[src/logic/sbrg_defs.vh]
// register offsets, field positions, reset values and divide factors of the bit rate divider
`ifndef SBRG_DEFS_VH
`define SBRG_DEFS_VH

// byte addresses on the register bus
`define SBRG_OFS_TX_STATUS_CONTROL 12'h000
`define SBRG_OFS_RX_STATUS_CONTROL 12'h004
`define SBRG_OFS_RATE_CONTROL 12'h008
`define SBRG_OFS_DIVISOR_HIGH 12'h00C
`define SBRG_OFS_DIVISOR_LOW 12'h010
`define SBRG_OFS_RATE_STATUS 12'h014

// field positions
`define SBRG_BIT_SYNC_MODE 4
`define SBRG_BIT_HIGH_SPEED 2
`define SBRG_BIT_WIDE_DIVIDER 3

// writable bits per register; the rest are status of other parts and read as zero here
`define SBRG_TX_WMASK 8'hFD
`define SBRG_RX_WMASK 8'hF8
`define SBRG_RATE_WMASK 8'h1B

// reset values
`define SBRG_RST_TX 8'h00
`define SBRG_RST_RX 8'h00
`define SBRG_RST_RATE 8'h00
`define SBRG_RST_DIVISOR 8'h00

// clocks per bit tick are factor * (divisor + 1); stored as factor - 1
`define SBRG_PRE_ASYNC_SLOW8 6'h3F
`define SBRG_PRE_ASYNC_FAST8 6'h0F
`define SBRG_PRE_ASYNC_SLOW16 6'h0F
`define SBRG_PRE_ASYNC_FAST16 6'h03
`define SBRG_PRE_SYNC 6'h03

// number of receive samples in the majority vote window; two must agree
`define SBRG_VOTE_SAMPLES 3

`endif

[src/logic/sbrg_rx_sampler.v]
// receive pin synchroniser and three-sample majority detector
`include "sbrg_defs.vh"

module sbrg_rx_sampler #(
    parameter SAMPLES = `SBRG_VOTE_SAMPLES
) (
    // clock and reset
    input wire clk,
    input wire rst_n,
    // control
    input wire sample_en,
    input wire clear,
    // pin and result
    input wire rx_pin,
    output reg rx_level
);
    reg sync1_q;
    reg sync2_q;
    reg [SAMPLES-1:0] samples_q;
    integer i;
    reg [1:0] ones;

    always @* begin
        ones = 2'd0;
        for (i = 0; i < SAMPLES; i = i + 1) begin
            ones = ones + {1'b0, samples_q[i]};
        end
    end

    // pin idles high, so reset fills the window with ones
    always @(posedge clk or negedge rst_n) begin
        if (!rst_n) begin
            sync1_q <= 1'b1;
            sync2_q <= 1'b1;
            samples_q <= {SAMPLES{1'b1}};
            rx_level <= 1'b1;
        end else begin
            sync1_q <= rx_pin;
            sync2_q <= sync1_q;
            if (clear) begin
                samples_q <= {SAMPLES{1'b1}};
            end else if (sample_en) begin
                samples_q <= {samples_q[SAMPLES-2:0], sync2_q};
            end
            rx_level <= (ones >= 2'd2);
        end
    end
endmodule

[src/logic/sbrg_top.v]
// bit rate divider with register bus slave and receive sampling
//
// Our own choices: the address map and the APB slave port.
`include "sbrg_defs.vh"

module sbrg_top (
    // clock and reset
    input wire CLK,
    input wire RST_N,
    // apb slave
    input wire PSEL,
    input wire PENABLE,
    input wire PWRITE,
    input wire [11:0] PADDR,
    input wire [31:0] PWDATA,
    input wire [3:0] PSTRB,
    output wire PREADY,
    output wire [31:0] PRDATA,
    output wire PSLVERR,
    // serial line
    input wire RX_PIN,
    // to framing logic
    output wire BIT_TICK,
    output wire SAMPLE_TICK,
    output wire RX_LEVEL
);
    reg [7:0] tx_ctrl_q;
    reg [7:0] rx_ctrl_q;
    reg [7:0] rate_ctrl_q;
    reg [7:0] div_hi_q;
    reg [7:0] div_lo_q;
    reg pready_q;
    reg pslverr_q;
    reg [31:0] prdata_q;
    reg [15:0] div_cnt_q;
    reg [15:0] div_cnt_d;
    reg [5:0] pre_cnt_q;
    reg [5:0] pre_cnt_d;
    reg bit_tick_q;
    reg sample_tick_q;
    reg [5:0] pre_max;
    reg [7:0] rd_byte;
    reg hit;
    wire [15:0] divisor;
    wire sync_mode;
    wire high_speed;
    wire wide_div;
    wire setup_ph;
    wire wr_done;
    wire div_write;
    wire base_wrap;
    wire pre_wrap;
    wire rx_level;

    assign sync_mode = tx_ctrl_q[`SBRG_BIT_SYNC_MODE];
    assign high_speed = tx_ctrl_q[`SBRG_BIT_HIGH_SPEED];
    assign wide_div = rate_ctrl_q[`SBRG_BIT_WIDE_DIVIDER];

    // narrow divider takes no value from the high byte; a write to it still restarts the counters
    assign divisor = wide_div ? {div_hi_q, div_lo_q} : {8'h00, div_lo_q};

    // register bus: one wait-free access phase, answer registered in setup
    assign setup_ph = PSEL & ~PENABLE;
    assign wr_done = PSEL & PENABLE & pready_q & PWRITE & ~pslverr_q;
    assign div_write = wr_done & PSTRB[0] &
        ((PADDR == `SBRG_OFS_DIVISOR_HIGH) | (PADDR == `SBRG_OFS_DIVISOR_LOW));

    always @* begin
        hit = 1'b1;
        rd_byte = 8'h00;
        case (PADDR)
            `SBRG_OFS_TX_STATUS_CONTROL: begin
                rd_byte = tx_ctrl_q;
            end
            `SBRG_OFS_RX_STATUS_CONTROL: begin
                rd_byte = rx_ctrl_q;
            end
            `SBRG_OFS_RATE_CONTROL: begin
                rd_byte = rate_ctrl_q;
            end
            `SBRG_OFS_DIVISOR_HIGH: begin
                rd_byte = div_hi_q;
            end
            `SBRG_OFS_DIVISOR_LOW: begin
                rd_byte = div_lo_q;
            end
            `SBRG_OFS_RATE_STATUS: begin
                rd_byte = {5'h00, wide_div & ~sync_mode, sync_mode, rx_level};
            end
            default: begin
                hit = 1'b0;
            end
        endcase
    end

    always @(posedge CLK or negedge RST_N) begin
        if (!RST_N) begin
            pready_q <= 1'b0;
            pslverr_q <= 1'b0;
            prdata_q <= 32'h0000_0000;
        end else begin
            pready_q <= setup_ph;
            if (setup_ph) begin
                pslverr_q <= ~hit;
                prdata_q <= PWRITE ? 32'h0000_0000 : {24'h00_0000, rd_byte};
            end else if (pready_q) begin
                pslverr_q <= 1'b0;
                prdata_q <= 32'h0000_0000;
            end
        end
    end

    assign PREADY = pready_q;
    assign PSLVERR = pslverr_q;
    assign PRDATA = prdata_q;

    // only the low byte lane carries register data
    always @(posedge CLK or negedge RST_N) begin
        if (!RST_N) begin
            tx_ctrl_q <= `SBRG_RST_TX;
            rx_ctrl_q <= `SBRG_RST_RX;
            rate_ctrl_q <= `SBRG_RST_RATE;
            div_hi_q <= `SBRG_RST_DIVISOR;
            div_lo_q <= `SBRG_RST_DIVISOR;
        end else if (wr_done & PSTRB[0]) begin
            case (PADDR)
                `SBRG_OFS_TX_STATUS_CONTROL: begin
                    tx_ctrl_q <= PWDATA[7:0] & `SBRG_TX_WMASK;
                end
                `SBRG_OFS_RX_STATUS_CONTROL: begin
                    rx_ctrl_q <= PWDATA[7:0] & `SBRG_RX_WMASK;
                end
                `SBRG_OFS_RATE_CONTROL: begin
                    rate_ctrl_q <= PWDATA[7:0] & `SBRG_RATE_WMASK;
                end
                `SBRG_OFS_DIVISOR_HIGH: begin
                    div_hi_q <= PWDATA[7:0];
                end
                `SBRG_OFS_DIVISOR_LOW: begin
                    div_lo_q <= PWDATA[7:0];
                end
                default: begin
                    tx_ctrl_q <= tx_ctrl_q;
                end
            endcase
        end
    end

    // divide factor from mode bits
    always @* begin
        if (sync_mode) begin
            pre_max = `SBRG_PRE_SYNC;
        end else if (wide_div) begin
            pre_max = high_speed ? `SBRG_PRE_ASYNC_FAST16 : `SBRG_PRE_ASYNC_SLOW16;
        end else begin
            pre_max = high_speed ? `SBRG_PRE_ASYNC_FAST8 : `SBRG_PRE_ASYNC_SLOW8;
        end
    end

    // divisor counter wraps every divisor+1 clocks, the factor counter counts those wraps
    assign base_wrap = (div_cnt_q >= divisor);
    assign pre_wrap = (pre_cnt_q >= pre_max);

    always @* begin
        div_cnt_d = div_cnt_q;
        pre_cnt_d = pre_cnt_q;
        if (div_write) begin
            div_cnt_d = 16'h0000;
            pre_cnt_d = 6'h00;
        end else if (base_wrap) begin
            div_cnt_d = 16'h0000;
            pre_cnt_d = pre_wrap ? 6'h00 : pre_cnt_q + 6'h01;
        end else begin
            div_cnt_d = div_cnt_q + 16'h0001;
        end
    end

    // a mode change takes effect on the fly; a factor counter above the new limit wraps next
    always @(posedge CLK or negedge RST_N) begin
        if (!RST_N) begin
            div_cnt_q <= 16'h0000;
            pre_cnt_q <= 6'h00;
            bit_tick_q <= 1'b0;
            sample_tick_q <= 1'b0;
        end else begin
            div_cnt_q <= div_cnt_d;
            pre_cnt_q <= pre_cnt_d;
            bit_tick_q <= ~div_write & base_wrap & pre_wrap;
            sample_tick_q <= ~div_write & base_wrap;
        end
    end

    assign BIT_TICK = bit_tick_q;
    assign SAMPLE_TICK = sample_tick_q;

    sbrg_rx_sampler #(
        .SAMPLES(`SBRG_VOTE_SAMPLES)
    ) u_sampler (
        .clk(CLK),
        .rst_n(RST_N),
        .sample_en(sample_tick_q),
        .clear(div_write),
        .rx_pin(RX_PIN),
        .rx_level(rx_level)
    );

    assign RX_LEVEL = rx_level;
endmodule

[config.mk]
export PLATFORM = sky130hd
export DESIGN_NAME = sbrg_top
export DESIGN_NICKNAME = d
export VERILOG_FILES = /design/src/logic/sbrg_rx_sampler.v /design/src/logic/sbrg_top.v
export VERILOG_INCLUDE_DIRS = /design/src /design/src/logic
export SDC_FILE = /design/constraint.sdc
export NUM_CORES = 1
export LEC_CHECK = 0
export ABC_AREA = 0
export BUFFER_PORTS_ARGS = -buffer_cell sky130_fd_sc_hd__buf_4
export CAP_MARGIN = 25
export CORE_ASPECT_RATIO = 1.25
export CORE_MARGIN = 8
export CORE_UTILIZATION = 59
export CTS_BUF_LIST = sky130_fd_sc_hd__clkbuf_16
export CTS_CLUSTER_SIZE = 16
export DETAILED_ROUTE_END_ITERATION = 10
export PLACE_DENSITY = 0.84
export SYNTH_ARGS = -nofsm -noshare
export SYNTH_HDL_FRONTEND = slang
export SYNTH_SLANG_ARGS = --single-unit
[constraint.sdc]
create_clock -name CLK -period 4.2 [get_ports CLK]
set_clock_uncertainty 0.2 [all_clocks]
set_input_delay 0.63 -clock CLK [delete_from_list [all_inputs] [get_ports CLK]]
set_output_delay 0.63 -clock CLK [all_outputs]
set_load 0.05 [all_outputs]
==> flow_summary.yaml, run 1 <==
clock_network:
  cts_post_setup_buffers_inserted: 0
  cts_tree: "built"
  clock_sinks: 72
  root_buffer: "clkbuf_16"
  clk_pin_slew_worst_paths_ns: 0.06
  cts_max_path_buffers: 2
  numCtsBuffers: 9
  insertion_delay_ns: 0.34
  h-tree-depth: 3
  cts_hold_buf: 0
  cts_resized: 0
logic_synthesis:
  synth_warnings: 0
  ys_seq_elements: 72
  syn-mean-instance-area_um2: 10.8
  synth_edf_count: 0
  synth-async-reset-ratio_pct: 100
  synthDistinctLibCells: 52
  synth_area_mm2: 0.00413
  netlist_instances: 381
  seq_area_frac_synth_pct: 43.8
  synthFlopType: "dfrtp_1"
worst_setup_path:
  worst-setup-path-type: "reg2reg"
  worst_ep_arrival_time_ns: 2.84
  startpoint_type: "register"
  end_kind: "register"
  required_ns: 4.20
  path_max_fanout: 13
detailed_routing:
  ant_nets: 0
  detail_route.iter0.violations: 165
  drt_wl_total_mm: 9.22
  firstDrtPassIters: 4
  via_count: 3046
  wire_per_inst_um: 17.9
  via_per_inst: 5.90
  drc: 0
pwr:
  seq_power_share_pct: 45.4
  power_leakage_uw: 0.00225
  pwr-share-clk_pct: 44.4
  internal-power_uw: 1190
  power_frac_comb_pct: 10.2
  vdd_drop_max_uv: 240
  switching_power_uw: 473
  power.density_mw_per_mm2: 355
  switching_share_pct: 28.5
finish:
  layout-drive-gt1-share_pct: 23.2
  diodes: 0
  stdcell_count: 516
  final_cell_area_mm2: 0.00467
  fin_util_pct: 67.8
  fin_nets: 498
  areaGrowthSynthToFinish_pct: 13.2
place:
  dp_slack_ns: 1.39
  port_buffers: 39
  dpl_cell_area_mm2: 0.00438
  globalplace.congestion: 0.881
  dp_hpwl_mm: 6.66
  dp_cells: 500
timing:
  rsz0062_at_grt: "false"
  fmax_ghz: 0.352
  tightest_slew_ns: 0.885
  slew_headroom_pct: 41.0
  finalSetupTns_ns: 0
  fin_ws_ns: 1.36
  hold_viol: 0
  finalCritPeriodShare_pct: 67.6
  setup_violations: 0
  drv_slew: 0
  min_period_ns: 2.84
floorplan:
  pin_count: 91
  std_cell_rows: 34
  dieArea_mm2: 0.00995
  start_util_pct: 59.9
  die_w_um: 90.8
  coreArea_mm2: 0.00689
  die_y_um: 110
global_routing:
  overflow: 0
  grt_max_degree: 73
  grt_util_all_layers_pct: 19.6
  antenna_found_initial: 0
  grt_pass1_vias: 3149
  grt_pass1_wl_mm: 15.5
hold_path:
  hold_path_class: "reg2reg"
flow_run:
  maxCapViolations: 0
outcome:
  outcome: "complete, no violations"
placed cells by master, fill, tap and decap left out, types with 3 or more instances in the layout:
master,n
nand4_1,7
and3_1,3
ha_1,23
clkbuf_16,9
nor2_1,27
xnor2_1,9
inv_1,15
dfstp_2,6
a22oi_1,4
o21ai_0,8
or3_1,10
nor2b_1,4
xor2_1,4
a21oi_1,13
nor3_1,8
nand2_1,29
dfrtp_1,66
mux2_4,15
a22o_1,4
buf_4,39
a21o_1,3
mux2i_1,16
conb_1,24
nor3b_1,3
nand3_1,16
o22ai_1,9
mux2_2,15
path summary, 6_finish.rpt:
check	start	end	slack [ns]	cells past startpoint
worst min register to register	u_sampler.sync1_q	u_sampler.sync2_q	0.16	0
worst min-delay path	u_sampler.sync1_q	u_sampler.sync2_q	0.16	0
max in group asynchronous	RST_N	div_cnt_q[7]	3.01	1
worst max-delay path	rate_ctrl_q[3]	pre_cnt_q[4]	1.36	7
min in group asynchronous	RST_N	pre_cnt_q[3]	0.20	1
worst max register to register	rate_ctrl_q[3]	pre_cnt_q[4]	1.36	7
layout make-up:
class                      count  area, um^2
sequential                    72        1810
fill                         486        2220
timing repair buffer          39         293
inverter                      15        56.3
tap                           90         113
multi-input combinational    284        2110
clock buffer                   9         225
clock inverter                 7        63.8
Yosys cell counts, types with 3 or more instances:
library cell   n  area, um^2
a21oi_1       13        65.1
o22ai_1        9        56.3
inv_1         15        56.3
xnor2_1        9        78.8
dfrtp_1       66        1650
nor3_1         8        40.0
clkbuf_1       3        11.3
nand4_1        7        43.8
mux2_4        15         225
a21o_1         3        22.5
nor3b_1        3        22.5
nor2_1        27         101
nand2_1       29         109
dfstp_2        6         158
nand3_1       16        80.1
xor2_1         4        35.0
mux2_2        15         169
or3_1         10        62.6
mux2i_1       16         160
a22o_1         4        35.0
o21ai_0        8        40.0
buf_4         25         188
and3_1         3        18.8
ha_1          23         288
nor2b_1        4        25.0
a22oi_1        4        30.0
worst max-delay path, stage by stage (launching register included):
cell and delay (ns):
dfrtp_1 0.60, nand2_1 0.11, ha_1 0.33, a21oi_1 0.16, a21boi_0 0.24, a311o_1 0.45
o21ai_0 0.44, o22ai_1 0.16
power by group through the flow:
stage | Sequential [uW] | Clock, uW | Combinational, uW
2_1_floorplan | 771 | 0 | 120
3_3_place_gp | 764 | 0 | 165
3_5_place_dp | 764 | 0 | 171
4_1_cts | 752 | 741 | 170
5_1_grt | 758 | 772 | 189
6_report | 754 | 737 | 170
routing by layer:
layer  GRT usage (%)  part of all wire (%)  vias to the layer above
met5               0                     0                        -
met4            10.9                   2.9                        0
met3            5.74                   5.8                       24
met2            33.8                    51                      114
met1            21.5                    40                     1494
li1                -                     -                     1414
metrics by stage:
step	hold slack (ns)	power [uW]
floorplan	0.134	891
global placement	0.146	928
detailed placement	0.151	935
CTS	0.160	1660
global route	0.162	1720
finish	0.157	1660
state kept, by name (all words and copies together) (netlist names):
| name | cells |
|---|---|
| BIT_TICK | 1 |
| PRDATA | 8 |
| PREADY | 1 |
| PSLVERR | 1 |
| SAMPLE_TICK | 1 |
| div_cnt_q | 16 |
| div_hi_q | 8 |
| div_lo_q | 8 |
| pre_cnt_q | 6 |
| rate_ctrl_q | 4 |
| rx_ctrl_q | 5 |
| tx_ctrl_q | 7 |
| u_sampler.rx_level | 1 |
| u_sampler.samples_q | 3 |
| u_sampler.sync1_q | 1 |
| u_sampler.sync2_q | 1 |
cells by family (layout without fill, tap and decap cells):
logic type / Yosys count / after routing / share of synthesized area, %
and+or+nand+nor: 121 / 121 / 15.9
DFF: 72 / 72 / 43.8
AOI/OAI and AO/OA: 55 / 55 / 9.37
muxes: 48 / 48 / 14.0
buffers and inverters: 48 / 70 / 7.06
adders and majority gates: 23 / 23 / 6.97
xor gates and xnor gates: 13 / 13 / 2.76
other: 1 / 24 / 0.0908
(Power assumes the default switching activity.)
==> run 2: changes to the inputs <==
--- a/config.mk
+++ b/config.mk
@@ -11,11 +11,11 @@
 export CAP_MARGIN = 25
 export CORE_ASPECT_RATIO = 1.25
 export CORE_MARGIN = 8
-export CORE_UTILIZATION = 59
+export CORE_UTILIZATION = 49
 export CTS_BUF_LIST = sky130_fd_sc_hd__clkbuf_16
 export CTS_CLUSTER_SIZE = 16
 export DETAILED_ROUTE_END_ITERATION = 10
-export PLACE_DENSITY = 0.84
+export PLACE_DENSITY = 0.74
 export SYNTH_ARGS = -nofsm -noshare
 export SYNTH_HDL_FRONTEND = slang
 export SYNTH_SLANG_ARGS = --single-unit
==> constraint.sdc (replaced) <==
create_clock -name CLK -period 2.4 [get_ports CLK]
set_clock_uncertainty 0.2 [all_clocks]
set_input_delay 0.36 -clock CLK [delete_from_list [all_inputs] [get_ports CLK]]
set_output_delay 0.36 -clock CLK [all_outputs]
set_load 0.05 [all_outputs]
==> run 2 against run 1 <==
  * Sequential share of layout area is 2.9 points lower
  * Design area grew 8.1%
  * Clock-buffer cell count unchanged
  * Sequential cell count unchanged
  * Largest power group unchanged
  * Non-clock buffer count is 31 higher
  * First-iteration DRC count down 22%
  * Fmax increased by 19%
  * Via count increased by 2.6%
==> flow_summary.yaml, run 2 (synthesized netlist as in run 1, its figures left out) <==
clock_network:
  clock_sinks: 72
  insertion_delay_ns: 0.33
  cts_tree: "built"
  h-tree-depth: 3
  clk_pin_slew_worst_paths_ns: 0.06
  root_buffer: "clkbuf_16"
  numCtsBuffers: 9
  cts_max_path_buffers: 2
finish:
  mostFrequentLayoutCell: "buf_4"
  largest_register: "div_cnt_q"
  layout-drive-gt1-share_pct: 29.9
  final_cell_area_mm2: 0.00505
  stdcell_count: 555
  areaGrowthSynthToFinish_pct: 22.4
  diodes: 0
  fin_util_pct: 61.7
  fin_nets: 530
  largest_reg_flops: 16
  final_cell_mix: "buf_4, dfrtp_1, nand2_1"
timing:
  hold_viol: 0
  timing.hold.ws_ns: 0.0685
  drv_slew: 0
  finalCritPeriodShare_pct: 99.2
  rsz0062_at_grt: "true"
  setup_violations: 0
  slew_headroom_pct: 63.0
  fmax_ghz: 0.420
  min_period_ns: 2.38
  tightest_slew_ns: 0.550
  fin_ws_ns: 0.0195
floorplan:
  std_cell_rows: 37
  dieArea_mm2: 0.0116
  start_util_pct: 50.4
  die_w_um: 98.1
  coreArea_mm2: 0.00819
  pin_count: 91
  die_y_um: 119
detailed_routing:
  wire_per_inst_um: 17.4
  ant_nets: 0
  route.met2.wl_mm: 5.13
  detail_route.iter0.violations: 128
  drc: 0
  dr.max_layer_used: "met4"
  wl_met1_mm: 3.83
  drt_wl_total_mm: 9.64
  wl_met3_um: 489
  via_count: 3125
  firstDrtPassIters: 5
  via_per_inst: 5.63
global_routing:
  overflow: 0
  antenna_found_initial: 0
  grt_max_degree: 50
  grt_util_all_layers_pct: 16.5
  grt_pass1_wl_mm: 15.7
  grt_pass1_vias: 3281
pwr:
  vdd_drop_max_uv: 312
  power_leakage_uw: 0.00244
  power.density_mw_per_mm2: 583
worst_setup_path:
  ff2ff_path_depth: 9
  end_kind: "register"
  startpoint_type: "register"
  path_max_fanout: 5
  worst-setup-path-type: "reg2reg"
  worst_ep_arrival_time_ns: 2.43
  required_ns: 2.45
place:
  dp_hpwl_mm: 6.71
  dp_cells: 528
  port_buffers: 39
  dpl_cell_area_mm2: 0.00456
  globalplace.congestion: 0.855
  dp_slack_ns: -0.101
flow_run:
  maxCapViolations: 0
hold_path:
  hold_path_class: "in2reg"
  holdPathStages: 2
outcome:
  outcome: "complete, no violations"
## run 2: cell count changes in the layout (fill, tap and decap cells not counted), moves of 2 or more
cell,delta
buf_4,+27
buf_12,+2
dlygate4sd3_1,+2
ha_1,-2
ha_4,+2
inv_1,+2
inv_8,-2
nor2_1,-2
## run 2: report_power, final
| group | switching, uW | internal (uW) |
|---|---|---|
| Clock | 506 | 797 |
| Combinational | 215 | 101 |
| Sequential | 59.0 | 1270 |
## run 2: per-layer routing
metal  track usage (%)  vias to the layer above
met3              4.11                       18
met2              29.5                      101
met4              6.45                        0
met5                 0                        -
met1              18.2                     1532
li1                  -                     1474
## run 2: final cells by class
class | instances | area (um^2)
Clock inverter | 7 | 65.1
Multi-Input combinational cell | 285 | 2220
Tap cell | 97 | 121
Fill cell | 652 | 3140
Timing Repair Buffer | 70 | 556
Inverter | 15 | 56.3
Sequential cell | 72 | 1810
Clock buffer | 9 | 225
## run 2: through the flow
step	total power, uW	setup TNS (ns)
global placement	1630	-0.138
detailed placement	1650	-0.518
global route	3060	-0.432
CTS	2950	0
floorplan	1560	0
finish	2950	0
## run 2: repair_timing
| item | 4_1_cts | 5_1_grt |
|---|---|---|
| buffers inserted | 0 | 9 |
| gates cloned | 0 | 1 |
| endpoints found under the setup margin | 13 | 23 |
| hold buffers | 2 | 0 |
| pin swaps | 0 | 5 |
| resized for setup | 3 | 14 |
| endpoints found under the hold margin | 24 | 0 |
## run 2: path summary, 6_finish.rpt
check | start | end | slack, ns
setup / recovery | rate_ctrl_q[3] | pre_cnt_q[5] | 0.02
max in group asynchronous | RST_N | u_sampler.samples_q[1] | 1.13
min in group asynchronous | RST_N | pre_cnt_q[3] | 0.27
hold / removal | PWDATA[6] | div_lo_q[6] | 0.07
hold reg to reg | u_sampler.sync1_q | u_sampler.sync2_q | 0.16
setup reg to reg | rate_ctrl_q[3] | pre_cnt_q[5] | 0.02
## run 2: worst max-delay path: stages, from the launching register on
cell     delay (ns)
dfrtp_2        0.41
buf_4          0.13
buf_4          0.13
or3_4          0.39
ha_4           0.23
a21oi_1        0.18
o21a_1         0.21
buf_4          0.16
a22oi_1        0.07
o22ai_1        0.18
==> run 3: changes to the inputs <==
--- a/config.mk
+++ b/config.mk
@@ -16,6 +16,8 @@
 export CTS_CLUSTER_SIZE = 16
 export DETAILED_ROUTE_END_ITERATION = 10
 export PLACE_DENSITY = 0.74
+export RECOVER_POWER = 50
+export SKIP_CTS_REPAIR_TIMING = 1
 export SYNTH_ARGS = -nofsm -noshare
 export SYNTH_HDL_FRONTEND = slang
 export SYNTH_SLANG_ARGS = --single-unit
==> run 3 against run 2 <==
  * Wire length rose by 0.36%
  * Design area down 0.50%
  * Clock power hardly changed
  * Non-clock buffer count unchanged
  * Cell count stayed put
  * Sequential share of layout area rose by 0.18 points
  * Utilization down 0.31 points
  * Via count up 1.1%
  * Critical path type unchanged
  * Critical endpoint is now pre_cnt_q[4]
  * Largest power group unchanged
==> flow_summary.yaml, run 3 (synthesized netlist as in run 1, its figures left out) <==
timing:
  hold_viol: 0
  rsz0062_at_grt: "true"
  finalCritPeriodShare_pct: 99.2
  tightest_slew_ns: 1.31
  drv_slew: 0
  min_period_ns: 2.38
  fmax_ghz: 0.420
  setup_violations: 0
  finalSetupTns_ns: 0
  slew_headroom_pct: 12.4
worst_setup_path:
  r2r_slack_ns: 0.02
  crit_path_cell_trace: "buf_4 > nand2_1 > ha_1 > nand4_1 > nor3_4 > a311o_1 > o21ai_1 > o22ai_1"
  required_ns: 2.40
  critPathSlowestCell: "dfrtp_2"
  ff2ff_path_depth: 8
  worst-setup-path-type: "reg2reg"
  path_max_fanout: 5
  startpoint: "rate_ctrl_q[3]"
  worst_ep_arrival_time_ns: 2.38
  startpoint_type: "register"
  worstSetupEndpoint: "pre_cnt_q[4]"
  rr_endpoint: "pre_cnt_q[4]"
  r2r-start: "rate_ctrl_q[3]"
  end_kind: "register"
  slowest_delay_ns: 0.41
global_routing:
  overflow: 0
  grt_util_all_layers_pct: 16.4
  grt_pass1_wl_mm: 15.7
  grt_max_degree: 50
  grt_pass1_vias: 3273
  antenna_found_initial: 0
finish:
  final_cell_mix: "dfrtp_1, buf_4, nand2_1"
  stdcell_count: 555
  fin_nets: 530
  areaGrowthSynthToFinish_pct: 21.8
  largest_reg_flops: 16
  diodes: 0
  largest_register: "div_cnt_q"
  final_cell_area_mm2: 0.00503
  mostFrequentLayoutCell: "dfrtp_1"
  fin_util_pct: 61.4
  n_fill_cell: 653
  layout-drive-gt1-share_pct: 29.0
place:
  port_buffers: 39
  dp_hpwl_mm: 6.71
  dp_cells: 528
  globalplace.congestion: 0.855
  dpl_cell_area_mm2: 0.00456
pwr:
  internal-power_uw: 2160
  total_power_uw: 2940
  power_leakage_uw: 0.00242
  vdd_drop_max_uv: 312
  pwr-share-clk_pct: 44.3
  power.density_mw_per_mm2: 585
  seq_power_share_pct: 45.1
  switching_power_uw: 776
  switching_share_pct: 26.4
  power_frac_comb_pct: 10.6
clock_network:
  root_buffer: "clkbuf_16"
  cts_tree: "built"
  h-tree-depth: 3
  cts_max_path_buffers: 2
  insertion_delay_ns: 0.33
  clock_sinks: 72
  numCtsBuffers: 9
  clk_pin_slew_worst_paths_ns: 0.06
floorplan:
  coreArea_mm2: 0.00819
  die_w_um: 98.1
  std_cell_rows: 37
  pin_count: 91
  dieArea_mm2: 0.0116
  start_util_pct: 50.4
  die_y_um: 119
detailed_routing:
  wire_per_inst_um: 17.4
  ant_nets: 0
  via_per_inst: 5.69
  detail_route.iter0.violations: 134
  drc: 0
  firstDrtPassIters: 4
  drt_wl_total_mm: 9.67
  via_count: 3159
hold_path:
  hold_path_class: "in2reg"
  holdPathStages: 2
flow_run:
  maxCapViolations: 0
outcome:
  outcome: "complete, no violations"
==> run 3: changes by cell type in the layout (fill, tap and decap cells not counted), sizes merged <==
cell / previous run / this run
buf: 68 / 65
clkbuf: 9 / 12
==> run 3: final cells by class <==
type                    count  area (um^2)  share of cell area [%]
clock buffers               9          225                    4.48
well taps                  97          121                    2.41
clock inverters             7         65.1                    1.29
flip-flops and latches     72         1810                    36.0
repair buffers             70          543                    10.8
inverters                  15         56.3                    1.12
multi-input cells         285         2210                    43.9
==> run 3: worst min path at each step <==
stage | from | end | slack, ns
global route | PWDATA[6] | div_lo_q[6] | 0.08
floorplan | RST_N | BIT_TICK | -0.14
detailed placement | RST_N | pre_cnt_q[3] | 0.08
finish | PWDATA[6] | div_lo_q[6] | 0.07
global placement | RST_N | pre_cnt_q[3] | 0.07
CTS | RST_N | pre_cnt_q[3] | -0.27
==> run 3: worst max-delay path, delay by kind of cell, from the launching register on <==
family | cells | cell delay [ns]
AOI/OAI and AO/OA | 3 | 0.86
adders and majority gates | 1 | 0.25
DFF | 1 | 0.41
and+or+nand+nor | 3 | 0.39
buffers and inverters | 1 | 0.16
==> run 3: metal layers <==
metal	share of wire, %	GRT usage (%)	up-vias
met5	0	0	-
met4	1.8	6.45	0
met3	4.7	4.11	18
met2	53	29.4	96
met1	40	18.1	1572
li1	-	-	1473
==> run 3: through the flow <==
step | setup slack, ns | hold slack, ns
after floorplan | 0.0227 | -0.136
after global placement | -0.0516 | 0.0744
after detailed placement | -0.101 | 0.0793
after CTS | -0.123 | -0.271
after global routing | -0.0968 | 0.0756
final | 0.0203 | 0.0697
==> run 3: power groups by stage <==
stage | clock (uW) | combinational (uW) | sequential [uW]
after floorplan | 0 | 209 | 1350
after global placement | 0 | 295 | 1340
after detailed placement | 0 | 305 | 1340
after CTS | 1320 | 308 | 1320
after global routing | 1380 | 343 | 1330
final | 1300 | 311 | 1330
